### config.mk
export PLATFORM = sky130hd
export DESIGN_NAME = annp_regs
export DESIGN_NICKNAME = d
export VERILOG_FILES = /design/src/hdl/annp_pkg.sv /design/src/hdl/annp_regs.sv /design/src/hdl/annp_page_hold.sv
export SDC_FILE = /design/constraint.sdc
export NUM_CORES = 1
export LEC_CHECK = 0
export BUFFER_PORTS_ARGS = -buffer_cell sky130_fd_sc_hd__buf_2
export CAP_MARGIN = 5
export CORE_MARGIN = 2
export CORE_UTILIZATION = 40
export DETAILED_ROUTE_END_ITERATION = 10
export PLACE_DENSITY = 0.76
export SYNTH_ARGS = -nofsm -noshare
export SYNTH_HDL_FRONTEND = slang
export SYNTH_SLANG_ARGS = --single-unit
### constraint.sdc
create_clock -name clk -period 1.74 [get_ports clk]
set_input_delay 0.348 -clock clk [delete_from_list [all_inputs] [get_ports clk]]
set_output_delay 0.348 -clock clk [all_outputs]
set_load 0.03 [all_outputs]
### src/hdl/annp_pkg.sv
// Purpose: Shared constants for the next page register bank
// Assumes: 32-bit register bus, registers one aligned word per index
// Notes:   Byte address of a register is four times its index
package annp_pkg;

  // ---------------------------------------------------------------
  // Register map
  // ---------------------------------------------------------------
  localparam int unsigned ADDR_W      = 6;
  localparam int unsigned DATA_W      = 32;
  localparam int unsigned PAGE_W      = 16;
  localparam logic [3:0]  IDX_EXPAND  = 4'h6;  // negotiation_expansion
  localparam logic [3:0]  IDX_XMIT    = 4'h7;  // next_page_transmit
  localparam logic [3:0]  IDX_RECV    = 4'h8;  // next_page_receive

  // ---------------------------------------------------------------
  // Page field layout
  // ---------------------------------------------------------------
  localparam int unsigned BIT_MORE    = 15;    // more_pages_request
  localparam int unsigned BIT_ACK     = 14;    // Acknowledge
  localparam int unsigned BIT_MSG     = 13;    // message_page_flag
  localparam int unsigned BIT_COMPLY  = 12;    // comply_flag
  localparam int unsigned BIT_TOGGLE  = 11;    // page_toggle
  localparam int unsigned CODE_HI     = 10;
  localparam int unsigned CODE_LO     = 0;

  // Software writable bits of the transmit page
  localparam logic [15:0] XMIT_WR_MASK = 16'hB7FF;

  // ---------------------------------------------------------------
  // Reset values
  // ---------------------------------------------------------------
  localparam logic [15:0] PAGE_RST    = 16'h2001;  // Null message page

  // ---------------------------------------------------------------
  // Expansion register bits
  // ---------------------------------------------------------------
  localparam int unsigned BIT_LOC_ABLE = 6;
  localparam int unsigned BIT_STOR_LOC = 5;
  localparam int unsigned BIT_NP_ABLE  = 2;
  localparam int unsigned BIT_PAGE_RX  = 1;

endpackage : annp_pkg

### src/hdl/annp_regs.sv
// Purpose: Next page transmit and receive register bank with page flag
// Assumes: Avalon-MM slave, byte addresses, one wait state per access
// Notes:   Arbitration logic outside supplies received pages and send pulses
//
// Contract
// Transmit register holds the next page sent to the partner.
// Bit 15 transmit is writable more-pages request, resets 0.
// Bit 14 transmit is read-only local acknowledge, resets 0.
// Bit 13 transmit writable message page flag, resets 1.
// Bit 12 transmit writable comply flag, resets 0.
// Bit 11 transmit read-only toggle, inverse of previous exchanged toggle.
// Bits 10:0 writable code field, message or unformatted data.
// Code field resets to one, the null message page.
// Receive register captures partner page, same field layout.
// Bit 15 receive shows partner wants more pages, resets 0.
// Bit 14 receive shows partner acknowledge, read-only.
// Bit 13 receive message page flag, resets 1.
// Bit 12 receive shows partner comply flag.
// Bit 11 receive toggle, read-only.
// Page received flag sets on arrival, clears on software read.
// Next pages land in the receive register, not base page register.
// Receive register updates whole before page received flag rises.
// Software writes next outgoing page after each page received.
`timescale 1ns/10ps
module annp_regs
  import annp_pkg::*;
(
  // Clock and reset
  input  wire logic              clk,
  input  wire logic              rst,
  // Avalon-MM slave
  input  wire logic [ADDR_W-1:0] address,
  input  wire logic              read,
  input  wire logic              write,
  input  wire logic [3:0]        byteenable,
  input  wire logic [DATA_W-1:0] writedata,
  output logic [DATA_W-1:0]      readdata,
  output logic                   waitrequest,
  // Arbitration side
  input  wire logic              rx_page_valid,
  input  wire logic [PAGE_W-1:0] rx_page_word,
  input  wire logic              local_ack,
  input  wire logic              tx_page_sent,
  output logic [PAGE_W-1:0]      tx_page,
  output logic                   page_rx_flag
);

  // -----------------------------------------------------------------
  // Address decode
  // -----------------------------------------------------------------
  // True when the byte address selects the register of given index
  function automatic logic annp_hit(input logic [ADDR_W-1:0] addr,
                                    input logic [3:0]        idx);
    annp_hit = (addr == {idx, 2'b00});
  endfunction : annp_hit

  logic              wait_ff;
  logic [DATA_W-1:0] rdata_ff;
  logic [PAGE_W-1:0] xmit_ff;
  logic              page_rx_ff;
  logic [PAGE_W-1:0] recv_page;
  logic              recv_done;

  wire               hit_expand = annp_hit(address, IDX_EXPAND);
  wire               hit_xmit   = annp_hit(address, IDX_XMIT);
  wire               hit_recv   = annp_hit(address, IDX_RECV);
  wire               hit_any    = hit_expand | hit_xmit | hit_recv;

  // Access completes at the edge where waitrequest is low
  wire               wr_fire    = write & ~wait_ff;
  wire               rd_fire    = read & ~wait_ff;
  wire               rd_load    = read & wait_ff;
  wire               xmit_wr    = wr_fire & hit_xmit;
  wire               cor_fire   = rd_fire & hit_expand;

  // -----------------------------------------------------------------
  // Byte lane merge for the transmit page
  // -----------------------------------------------------------------
  wire  [PAGE_W-1:0] lane_mask;
  genvar             g;
  generate
    for (g = 0; g < 2; g++)
    begin : g_lane
      assign lane_mask[g*8 +: 8] = {8{byteenable[g]}};
    end
  endgenerate

  wire  [PAGE_W-1:0] wr_mask    = lane_mask & XMIT_WR_MASK;
  wire  [PAGE_W-1:0] wr_page    = (xmit_ff & ~wr_mask)
                                | (writedata[PAGE_W-1:0] & wr_mask);

  // -----------------------------------------------------------------
  // Read data selection
  // -----------------------------------------------------------------
  wire  [PAGE_W-1:0] expand_val;
  assign expand_val = (PAGE_W'(1) << BIT_LOC_ABLE)
                    | (PAGE_W'(1) << BIT_STOR_LOC)
                    | (PAGE_W'(1) << BIT_NP_ABLE)
                    | (PAGE_W'(page_rx_ff) << BIT_PAGE_RX);

  wire  [PAGE_W-1:0] rd_page    = hit_expand ? expand_val
                                : hit_xmit   ? xmit_ff
                                : hit_recv   ? recv_page
                                : '0;
  wire  [DATA_W-1:0] rd_word    = {{(DATA_W-PAGE_W){1'b0}}, rd_page};

  // -----------------------------------------------------------------
  // Bus handshake
  // -----------------------------------------------------------------
  // One wait state, then a single low cycle closing the access
  always_ff @(posedge clk or posedge rst)
  begin
    if (rst)
    begin
      wait_ff <= 1'b1;
    end
    else
    begin
      wait_ff <= ~((read | write) & wait_ff);
    end
  end

  // Read data are registered while waitrequest is still high
  always_ff @(posedge clk or posedge rst)
  begin
    if (rst)
    begin
      rdata_ff <= '0;
    end
    else if (rd_load)
    begin
      rdata_ff <= rd_word;
    end
  end

  // -----------------------------------------------------------------
  // Transmit page register
  // -----------------------------------------------------------------
  // Software owns bits 15, 13, 12 and the code; hardware owns 14 and 11
  always_ff @(posedge clk or posedge rst)
  begin
    if (rst)
    begin
      xmit_ff <= PAGE_RST;
    end
    else
    begin
      if (xmit_wr)
      begin
        xmit_ff[BIT_MORE]         <= wr_page[BIT_MORE];
        xmit_ff[BIT_MSG]          <= wr_page[BIT_MSG];
        xmit_ff[BIT_COMPLY]       <= wr_page[BIT_COMPLY];
        xmit_ff[CODE_HI:CODE_LO]  <= wr_page[CODE_HI:CODE_LO];
      end
      xmit_ff[BIT_ACK] <= local_ack;
      if (tx_page_sent)
      begin
        xmit_ff[BIT_TOGGLE] <= ~xmit_ff[BIT_TOGGLE];
      end
    end
  end

  // -----------------------------------------------------------------
  // Receive page register
  // -----------------------------------------------------------------
  // Partner pages land here whole; bus writes are ignored
  annp_page_hold u_hold
  (
    .clk         (clk),
    .rst         (rst),
    .cap_valid   (rx_page_valid),
    .cap_word    (rx_page_word),
    .page_ff     (recv_page),
    .captured_ff (recv_done)
  );

  // -----------------------------------------------------------------
  // Page received flag
  // -----------------------------------------------------------------
  // Raised after the page is held; a new page beats a same-cycle read
  always_ff @(posedge clk or posedge rst)
  begin
    if (rst)
    begin
      page_rx_ff <= 1'b0;
    end
    else if (recv_done)
    begin
      page_rx_ff <= 1'b1;
    end
    else if (cor_fire)
    begin
      page_rx_ff <= 1'b0;
    end
  end

  // -----------------------------------------------------------------
  // Outputs
  // -----------------------------------------------------------------
  assign readdata     = rdata_ff;
  assign waitrequest  = wait_ff;
  assign tx_page      = xmit_ff;
  assign page_rx_flag = page_rx_ff;

  // -----------------------------------------------------------------
  // Checks
  // -----------------------------------------------------------------
  // A pending request is answered on the next edge
  a_wait_release: assert property (
    @(posedge clk) disable iff (rst)
    ((read | write) && wait_ff) |=> !wait_ff)
    else $error("Request not answered after one wait state");

  // Waitrequest is low for exactly one cycle per access
  a_wait_single: assert property (
    @(posedge clk) disable iff (rst)
    !wait_ff |=> wait_ff)
    else $error("Waitrequest stayed low");

  // Writable transmit bits follow a full-lane write
  a_xmit_write: assert property (
    @(posedge clk) disable iff (rst)
    (xmit_wr && byteenable[1:0] == 2'b11) |=>
      ((xmit_ff & XMIT_WR_MASK) == ($past(writedata[PAGE_W-1:0]) & XMIT_WR_MASK)))
    else $error("Transmit page write lost");

  // Acknowledge bit tracks the arbitration acknowledge a cycle later
  a_ack_follow: assert property (
    @(posedge clk) disable iff (rst)
    1'b1 |=> (xmit_ff[BIT_ACK] == $past(local_ack)))
    else $error("Acknowledge bit does not follow arbitration");

  // Toggle inverts after every page sent
  a_toggle_flip: assert property (
    @(posedge clk) disable iff (rst)
    tx_page_sent |=> (xmit_ff[BIT_TOGGLE] != $past(xmit_ff[BIT_TOGGLE])))
    else $error("Toggle did not invert after send");

  // Toggle holds without a send, whatever software writes
  a_toggle_hold: assert property (
    @(posedge clk) disable iff (rst)
    !tx_page_sent |=> $stable(xmit_ff[BIT_TOGGLE]))
    else $error("Toggle moved without a send");

  // Received page is held whole on the edge after arrival
  a_recv_capture: assert property (
    @(posedge clk) disable iff (rst)
    rx_page_valid |=> (recv_page == $past(rx_page_word)))
    else $error("Received page not captured whole");

  // Bus writes never change the received page
  a_recv_readonly: assert property (
    @(posedge clk) disable iff (rst)
    (!rx_page_valid) |=> $stable(recv_page))
    else $error("Receive page changed without arrival");

  // Flag rises two edges after arrival, never before the page
  a_flag_after: assert property (
    @(posedge clk) disable iff (rst)
    rx_page_valid |-> ##2 page_rx_ff)
    else $error("Page received flag missing after arrival");

  // Reading the expansion register clears the flag unless a page lands
  a_flag_cor: assert property (
    @(posedge clk) disable iff (rst)
    (cor_fire && !recv_done) |=> !page_rx_ff)
    else $error("Page received flag not cleared on read");

  // Unmapped reads answer zero
  a_unmapped_zero: assert property (
    @(posedge clk) disable iff (rst)
    (rd_load && !hit_any) |=> (readdata == '0))
    else $error("Unmapped read returned data");

  // A capture pulse beats a same-cycle clearing read
  a_flag_set_wins: assert property (
    @(posedge clk) disable iff (rst)
    (recv_done && cor_fire) |=> page_rx_ff)
    else $error("Page received flag lost to a same-cycle read");

  // Flag moves only on a capture or a clearing read
  a_flag_hold: assert property (
    @(posedge clk) disable iff (rst)
    (!recv_done && !cor_fire) |=> $stable(page_rx_ff))
    else $error("Page received flag moved on its own");

  // Flag never rises before the whole page is held
  a_flag_no_early: assert property (
    @(posedge clk) disable iff (rst)
    (!recv_done && !page_rx_ff) |=> !page_rx_ff)
    else $error("Page received flag rose without a held page");

  // Expansion read shows the fixed capability bits
  a_expand_fixed: assert property (
    @(posedge clk) disable iff (rst)
    (rd_load && hit_expand) |=>
      (readdata[BIT_LOC_ABLE] && readdata[BIT_STOR_LOC] && readdata[BIT_NP_ABLE]))
    else $error("Expansion capability bits wrong");

  // Expansion read returns the flag as it stood
  a_expand_flag: assert property (
    @(posedge clk) disable iff (rst)
    (rd_load && hit_expand) |=> (readdata[BIT_PAGE_RX] == $past(page_rx_ff)))
    else $error("Expansion read lost the page received flag");

  // Transmit read returns the register as it stood
  a_xmit_readback: assert property (
    @(posedge clk) disable iff (rst)
    (rd_load && hit_xmit) |=> (readdata[PAGE_W-1:0] == $past(xmit_ff)))
    else $error("Transmit page read back wrong");

  // Receive read returns the held partner page
  a_recv_readback: assert property (
    @(posedge clk) disable iff (rst)
    (rd_load && hit_recv) |=> (readdata[PAGE_W-1:0] == $past(recv_page)))
    else $error("Receive page read back wrong");

  // Read data stand until the next read load
  a_rdata_hold: assert property (
    @(posedge clk) disable iff (rst)
    !rd_load |=> $stable(readdata))
    else $error("Read data changed without a read");

  // Writable transmit bits hold without a completed write
  a_xmit_keep: assert property (
    @(posedge clk) disable iff (rst)
    !xmit_wr |=> ((xmit_ff & XMIT_WR_MASK) == ($past(xmit_ff) & XMIT_WR_MASK)))
    else $error("Transmit page changed without a write");

  // A write without the high lane keeps the upper writable bits
  a_lane_high_keep: assert property (
    @(posedge clk) disable iff (rst)
    (xmit_wr && !byteenable[1]) |=>
      ((xmit_ff[PAGE_W-1:8] & XMIT_WR_MASK[PAGE_W-1:8])
        == ($past(xmit_ff[PAGE_W-1:8]) & XMIT_WR_MASK[PAGE_W-1:8])))
    else $error("Upper byte changed without its lane");

  // A write without the low lane keeps the low code bits
  a_lane_low_keep: assert property (
    @(posedge clk) disable iff (rst)
    (xmit_wr && !byteenable[0]) |=> (xmit_ff[7:0] == $past(xmit_ff[7:0])))
    else $error("Low byte changed without its lane");

endmodule : annp_regs

### src/hdl/annp_page_hold.sv
// Purpose: Holds the latest page received from the link partner
// Assumes: cap_valid is a one-cycle pulse with the whole page on cap_word
// Notes:   All sixteen bits load in one edge, and the same edge raises the captured pulse
`timescale 1ns/10ps
module annp_page_hold
  import annp_pkg::*;
(
  // Clock and reset
  input  wire logic              clk,
  input  wire logic              rst,
  // Capture side
  input  wire logic              cap_valid,
  input  wire logic [PAGE_W-1:0] cap_word,
  // Held page
  output logic [PAGE_W-1:0]      page_ff,
  output logic                   captured_ff
);

  // -----------------------------------------------------------------
  // Page storage
  // -----------------------------------------------------------------
  // Whole page loads at once so software never sees a mixed page
  always_ff @(posedge clk or posedge rst)
  begin
    if (rst)
    begin
      page_ff <= PAGE_RST;
    end
    else if (cap_valid)
    begin
      page_ff <= cap_word;
    end
  end

  // Marks the edge after which the new page is readable
  always_ff @(posedge clk or posedge rst)
  begin
    if (rst)
    begin
      captured_ff <= 1'b0;
    end
    else
    begin
      captured_ff <= cap_valid;
    end
  end

endmodule : annp_page_hold

# --- Word-level counts from Yosys, hierarchy flattened ---
# Index checks and enable logic that the tools add are counted.
totals:
  register_bits: 51
  elab_cells: 31
  out_inout_bits: 50
  in_bits: 65
op_classes:
  n_mux: 5
  n_bitwise: 14
  eq_ne: 3
  reduce_logical: 1
op_table:
  columns: ["operator", "count"]
  rows:
  - ["two-way mux 16 bit", 3]
  - ["AND 16 bit", 2]
  - ["inverter 16 bit", 1]
  - ["bitwise OR 16 bit", 1]
  - ["== test 6 x 5 -> 1 bit, second input constant", 2]
  - ["AND 1 bit", 6]
  - ["== test 6 bit, second input constant", 1]
  - ["inverter 1 bit", 3]
  - ["two-way mux 1 bit", 2]
  - ["nonzero test 2 bit", 1]
  - ["bitwise OR 1 bit", 1]

# --- Longest topological paths before layout ---
# Gate-level depths: netlist of the first run.
depth:
  depth_word: 5
  mapped_depth: 6
  mapped_depth_nobuf: 4

# --- Modules after synthesis ---
# From an unflattened synthesis of the first run, not the netlist that was laid out.
hier_totals:
  hier_cells: 178
  area_unflattened_um2: 2308.5
by_module_without_submodules:
  columns: ["mod", "area_per_inst_um2", "seq_area_each_um2", "cells_per_inst", "n_inst"]
  rows:
  - ["annp_regs", 1627.8, 854.6, 142, 1]
  - ["annp_page_hold", 680.7, 427.9, 36, 1]

# --- Least setup slack after synthesis of the first run ---
# No wires, ideal clock.
synth_path:
  path_type: "reg-to-reg"
  from: "register wait_ff (netlist: waitrequest)"
  to: "register with a tool-made name"
  stages_incl_launch_ff: 4
  setup_ps: 125
  path_buffers: 0
  required_ps: 1615
  t_arrival_ps: 1248
  synth_period_minus_slack_ps: 1373
  setup_slack_ps: 367
  cell_sequence: "dfstp_2 -> nor2b_1 -> nand3_4 -> mux2_2"
synth_rtl:
  columns: ["element", "line", "source"]
  rows:
  - ["start: declaration", "annp_regs.sv:57", "logic wait_ff;"]
  - ["start signal: assignment", "annp_regs.sv:119", "wait_ff <= ~((read | write) & wait_ff);"]

# --- Final worst setup path of the first run ---
layout_path:
  from: "register wait_ff (netlist: waitrequest)"
  to: "output waitrequest"
layout_rtl:
  columns: ["element", "line", "source"]
  rows:
  - ["end: declaration", "annp_regs.sv:38", "output logic waitrequest,"]
# No word-level cell between the ends.

==> impl_summary.md, run 1 <==
Outcome
The run finished with clean final reports.

Clock tree
Counting along the longest clock path gives a buffer depth of 2. Hold repair after CTS inserted 0 buffers. CTS saw 51 sinks. At the later pin of the worst-skew pair, clock insertion delay measures ~0.3 ns.

Clock-pin slew was measured on the worst setup and hold paths at 0.10 ns. The number of gates resized after CTS was 0. TritonCTS built the clock tree. The number of clock buffers inserted by TritonCTS is 5. The root buffer cell is clkbuf_8.

The total setup buffers inserted after CTS is 0. The H-tree depth is 2.

Timing
Clock skew on the completed layout was measured at 0.0150 ns. For the final routed database, the setup TNS stands at 0 ns. Static timing analysis puts the maximum clock frequency at 0.701 GHz.

The setup-violating endpoint count in the final report is 0. The number of pins with negative max-slew slack in the final report is 0. Setup repair after global routing left no endpoint under its margin. The share of the clock period used by the worst path after layout is 0.820. The number of hold violations in the final report is 0. Subtracting the final worst setup slack from the clock period gives 1.43 ns. The final hold slack is 0.0562 ns.

Synth
The sequential-to-total area share from yosys stat is 0.574. Summing every instance area after synthesis gives approximately 2200 um2. By area the synthesized netlist is led by dfrtp_1, mux2_2, buf_4. The instance count of the mapped netlist is 180.

The distinct cell type count after synthesis is 26. After synthesis the netlist holds a flip-flop and latch count of 51. Yosys printed 0 warnings.

Of the post-synthesis cell area, the dominant cell type holds 0.515. Summed over all instances, the cell type with the most area after synthesis is dfrtp_1. The per-instance average area after synthesis is 12.4 um2.

Route
Once detail routing completed, the nets flagged for antenna violations numbered 0. The top routing layer in use is met4. The detailed-routing iteration count for the pre-antenna-repair pass is 4.

The number of DRC violations after detailed routing is 0. The number of DRC markers after the initial detailed-route iteration is 75. The total via count in the routed design is between 1500 and 2000. The vias per cell is 4.82.

Summed over all nets, wire length on met3 after detailed routing comes to 374 um. After detailed routing, the average wire length per cell comes to around 14 um. The detailed-route wire length is 4690 um. Detailed routing placed a total of roughly 2300 um of wire on met2. The routed length on met1 is about 2000 um.

Critical path
By startpoint and endpoint, the worst setup path is classified as reg2out. The total buffers and inverters traversed by the critical path is 1. The type of element launching the critical path is a flop. Walking the worst path, the cells encountered are buf_2. The maximum cell stage delay along the critical path is approximately 0.58 ns. The critical path required time is 1.39 ns. Of all nets on the critical path, the largest fanout is 6. The signal arrival time at the worst endpoint is 1.08 ns.

The critical path's slowest cell is dfstp_2. STA classifies the critical path endpoint as an output port. Counting cells, the worst reg-to-reg path comes to 3. The total number of cells along the worst setup path is 1. On the critical path the largest part of the delay comes from flip-flops.

Placement
The HPWL reported at the end of detailed placement is 3480 um. The quantity of I/O buffers inserted on ports is 78. The congestion estimate from routability-driven global placement came to between 0.7 and 0.8. Summing all placed instances gives a cell area of 2640 um2.

Die
The initial utilization of the core area, before any placement, comes to 0.411. For this design the top-level I/O count stands at ~120. The floorplan step set the die width to slightly below 80 um.

The die covers 6200 um2. The placeable core area is 5440 um2. In this run the vertical extent of the chip is 78.7 um. The floorplan has 27 rows.

Flow run
Max-cap violations in this run came to 0.

Cells and area
The fraction of layout instances using a drive strength above 1 is 0.504. In the final layout, flip-flops and latches occupy roughly 1300 um2. The antenna diode instance count is 0. The leading cell type in the layout, fill and taps excluded is buf_2. The synthesis-to-layout area growth is 22.5%. Counting the fill cells in the layout gives 500. The finished layout cell area is 2740 um2. In the layout the commonest cells are buf_2, dfrtp_1, mux2_2. The net count of the finished layout is ~320.

The area of combinational cells with multiple inputs is 818 um2.

Hold path
The class of the tightest hold or removal check is in2async.

GRT
After global routing the overflow that remains totals 0. The number of antenna violations at the first check in global routing was 0. The number of global-route vias before repair came to 1597. Across every metal layer, demand over resource in global routing totals 0.162. The global-route wire length before repair is 7780 um. The pin count of the biggest net entering global routing is 32.

Power and ir drop
IR analysis of the VDD net gives a maximum drop of 0.000657 V. The leakage dissipation is ~1.4 nW. The ratio of total power to cell area is 881 nW/um2.
## routing by layer
layer / track usage / vias to the layer above
met1: 0.202 / 791
met3: 0.0568 / 2
met5: 0 / -
li1: - / 749
met2: 0.268 / 58
met4: 0.0421 / 0
## path summary, 6_finish.rpt
path	slack, ns	from	to
worst min register to register	0.44	u_hold.captured_ff	page_rx_flag
max in group asynchronous	1.09	rst	asynchronous set/reset pin
min in group clk	0.16	local_ack	tx_page[14]
worst max-delay path	0.31	waitrequest	waitrequest
worst max register to register	0.37	waitrequest	flop
worst min-delay path	0.06	rst	readdata[14]
## cell usage after synthesis
library cell / n
nor2b_1: 1
conb_1: 1
nand2b_1: 3
inv_1: 3
dfstp_2: 5
dfrtp_1: 46
nor2b_4: 1
a21o_1: 2
o21ai_1: 3
nor2_1: 3
nand4_1: 1
a21oi_1: 3
and3_1: 1
nand2_1: 16
buf_6: 1
a22oi_1: 15
clkbuf_2: 1
mux2_2: 30
and4_1: 2
buf_2: 4
clkbuf_1: 2
o21ai_0: 14
buf_4: 18
nand3_4: 2
xor2_1: 1
a31o_2: 1
## kinds of logic (layout without fill, tap and decap cells)
kind of cell | Yosys count | in the layout | share of synthesized area
flops | 51 | 51 | 0.574
simple gates | 30 | 30 | 0.0784
mux | 30 | 30 | 0.151
compound gates | 38 | 38 | 0.106
buf+inv | 29 | 94 | 0.0851
other cells | 1 | 16 | 0.00168
xor+xnor | 1 | 1 | 0.00392
## stage by stage
| step | utilization | cells | worst slack (ns) | total power, mW |
|---|---|---|---|---|
| after global routing | 0.503 | 332 | 0.265 | 2.55 |
| after CTS | 0.503 | 332 | 0.291 | 2.46 |
| after global placement | 0.486 | 324 | 0.156 | 1.73 |
| after floorplan | - | 195 | 0.171 | 1.63 |
| after detailed placement | 0.486 | 324 | 0.128 | 1.74 |
| final | 0.503 | 332 | 0.314 | 2.41 |
## power by group
part,internal (mW),total [mW],switching (mW)
Sequential,1.27,1.32,0.0509
Combinational,0.139,0.389,0.251
Clock,0.296,0.700,0.403
Total,1.71,2.41,0.705
## layout make-up
type                    count  area share
well taps                  72      0.0329
clock buffers               5      0.0251
multi-input cells         115       0.299
repair buffers             83       0.161
inverters                   3     0.00411
clock inverters             3     0.00960
flip-flops and latches     51       0.468
No activity file was read; power rests on OpenSTA's default activity.
==> run 2: changes to the inputs <==
PLACE_DENSITY = 0.79   (was 0.76)
clock period = 1.17 ns   (was 1.74 ns; I/O delays follow)
==> run 2 against run 1 <==
Sequential share of layout area fell by 5.6 points. Sequential power up 48%. The run now ends with setup timing left. Largest power group unchanged. Critical endpoint unchanged. Clock power is 51% higher. Critical path depth rose by 1.
==> impl_summary.md, run 2 (synthesis results as in run 1) <==
Outcome
The run finished, with violations left. The checks that failed: setup timing.

Cells and area
The synthesis-to-layout area growth is 39.3%. The leading cell type in the layout, fill and taps excluded is buf_2. The top cell types in the final layout, fill and taps aside, are buf_2, dfrtp_1, mux2_2. The fraction of layout instances using a drive strength above 1 is 0.587 (+0.0827).

The post-route core utilization is 0.572 (+0.0690). The net count of the finished layout is 347 (+7.1%). The finished layout cell area is 3110 um2 (+14%). The antenna diode instance count came to 0 (unchanged).

The filler-free cell count of the finished design is 355 (+6.9%).

Route
The total via count in the routed design is 1712 (+7.0%). The detailed-routing iteration count for the pre-antenna-repair pass is 4 (unchanged). The number of DRC markers after the initial detailed-route iteration is 52 (-31%). The vias per cell was 4.82 (about the same). The average wire per cell in the routed design is 14.9 um (+5.0%). The number of DRC violations after detailed routing is 0 (unchanged). The detailed-route wire length is 5270 um (+12%). The post-route antenna net violation count is 0 (unchanged).

Critical path
The total buffers and inverters traversed by the critical path is 2 (+1). The maximum fanout encountered on the critical timing path is 4 (-2). The critical path in this run is classified as reg2out. The signal arrival time at the worst endpoint was 1.10 ns (+0.02 ns). The library cell appearing most often on the critical path is buf_6. The signal on the critical path passes through buf_6, buf_6.

The maximum cell stage delay along the critical path was 0.58 ns (about the same). The largest individual stage delay along the critical path comes from the cell dfstp_2. The type of destination of the critical path is an output port. STA classifies the critical path startpoint as a flop. The dominant delay contributor by cell family on the critical path is flip-flops. The critical path required time is 0.94 ns (-0.45 ns).

Timing
The minimum setup slack in the final design was -0.162 ns (-0.476 ns). The number of hold violations in the final report came to 0 (unchanged). Dividing the final minimum period by the clock period gives 1.14. The number of pins with negative max-slew slack in the final report is 0 (unchanged). Setup repair after global routing could not meet its margin everywhere. The setup-violating endpoint count in the final report was 30 (+30). The setup total negative slack is -3.03 ns (-3.03 ns).

The post-route clock skew came to 0.00777 ns (-0.00727 ns). The time the worst path needs with I/O delays and setup is 1.33 ns. The fmax is around 0.75 GHz.

GRT
The global-route wire length before repair came to 8390 um (+7.9%). The overall fraction of global-route tracks in use is 0.178 (+0.0160). The number of antenna violations at the first check in global routing was 0 (unchanged). The number of global-route vias before repair is 1772 (+11%). The pin count of the biggest net entering global routing is 52 (+63%). The global-route congestion overflow total is 0 (unchanged).

Power and ir drop
The worst supply voltage drop on vdd is 0.000901 V (+37%). The ratio of total power to cell area came to 1230 nW/um2 (+39%). The total power is 3.82 mW (+58%). The leakage dissipation is 1.56 nW (+12%).

Placement
The quantity of I/O buffers inserted on ports is 78 (unchanged). The HPWL reported at the end of detailed placement is 3620 um (+4.0%). The count of placed standard cells including taps is 334 (+3.1%).

The cell area after placement came to 2760 um2 (+4.5%). The global placement routability congestion is 0.797 (+6.8%).

Clock tree
The number of clock buffers inserted by TritonCTS is 5 (unchanged). The H-tree depth came to 2 (unchanged). The CTS tree is done.

The number of buffers on the longest clock path was 2 (unchanged). The number of sinks handled by clock tree synthesis is 51 (unchanged). The root buffer cell is clkbuf_8. The clock-pin slew on the worst setup and hold paths came to 0.09 ns (about the same). The clock latency on the worst-skew pair came to 0.31 ns (about the same).

Die
The initial standard-cell utilization of the core is 0.411 (unchanged). The top-level port count came to 115 (unchanged). The die width is 78.7 um (unchanged). The die height was 78.7 um (unchanged). The placeable core area came to 5440 um2 (unchanged). The total number of placement rows was 27 (unchanged). The area of the die was 6200 um2 (unchanged).

Flow run
The number of max-capacitance violations reported was 0 (unchanged).

Hold path
The class of the tightest hold or removal check is in2reg.
-- run 2: changes by cell type in the layout (fill, tap and decap cells not counted), sizes merged --
| cell | previous run | this run |
|---|---|---|
| clkbuf | 5 | 10 |
| buf | 83 | 100 |
| dlygate4sd3 | 0 | 1 |
| clkinvlp | 0 | 1 |
| inv | 5 | 4 |
-- run 2: area by class of cell --
| type | count | area, um2 |
|---|---|---|
| clock inverter | 3 | 26.3 |
| tap | 72 | 90.1 |
| clock buffer | 5 | 68.8 |
| sequential | 51 | 1280 |
| multi-input combinational | 115 | 872 |
| timing repair buffer | 106 | 758 |
| inverter | 3 | 15.0 |
| fill | 478 | 2330 |
-- run 2: repair_timing --
item,in CTS,in global routing
cloned,0,1
endpoints found under the hold margin,46,0
resized for setup,24,25
pin swaps,2,0
setup endpoints to repair,31,43
hold buffers,1,0
buffers inserted,5,6
-- run 2: per-layer routing --
layer	vias to the layer above	wire length, um	global-route usage
li1	801	-	-
met1	834	2040	0.213
met2	71	2780	0.310
met3	6	387	0.0545
met4	0	60	0.0474
met5	-	0	0
-- run 2: stage by stage --
| stage | setup WS (ns) | hold slack (ns) |
|---|---|---|
| 2_1_floorplan | -0.164 | 0.265 |
| 3_5_place_dp | -0.358 | 0.322 |
| 6_report | -0.162 | 0.0302 |
| 5_1_grt | -0.203 | 0.0188 |
| 3_3_place_gp | -0.312 | 0.319 |
| 4_1_cts | -0.174 | 0.0219 |
-- run 2: worst register-to-register path, cell delays in order (launching register included) --
cell and delay, ns:
dfstp_2 0.58, buf_4 0.13, nand2_4 0.06, a21o_4 0.21, clkbuf_16 0.16, o21ai_2 0.13
-- run 2: worst paths after layout --
check                                         from                         end  slack (ns)  cells past startpoint
worst min register to register  u_hold.captured_ff                page_rx_flag        0.44                      1
worst max register to register         waitrequest                readdata[15]       -0.16                      5
worst max-delay path                   waitrequest                 waitrequest       -0.16                      2
worst min-delay path                     local_ack                 tx_page[14]        0.03                      1
min in group asynchronous                      rst  asynchronous set/reset pin        0.52                      4
max in group asynchronous                      rst  asynchronous set/reset pin        0.36                      4
-- run 2: where the power goes --
part,switching [mW],internal [mW],leakage [nW]
combinational,0.432,0.362,0.865
sequential,0.0740,1.89,0.646
clock,0.622,0.441,0.0491
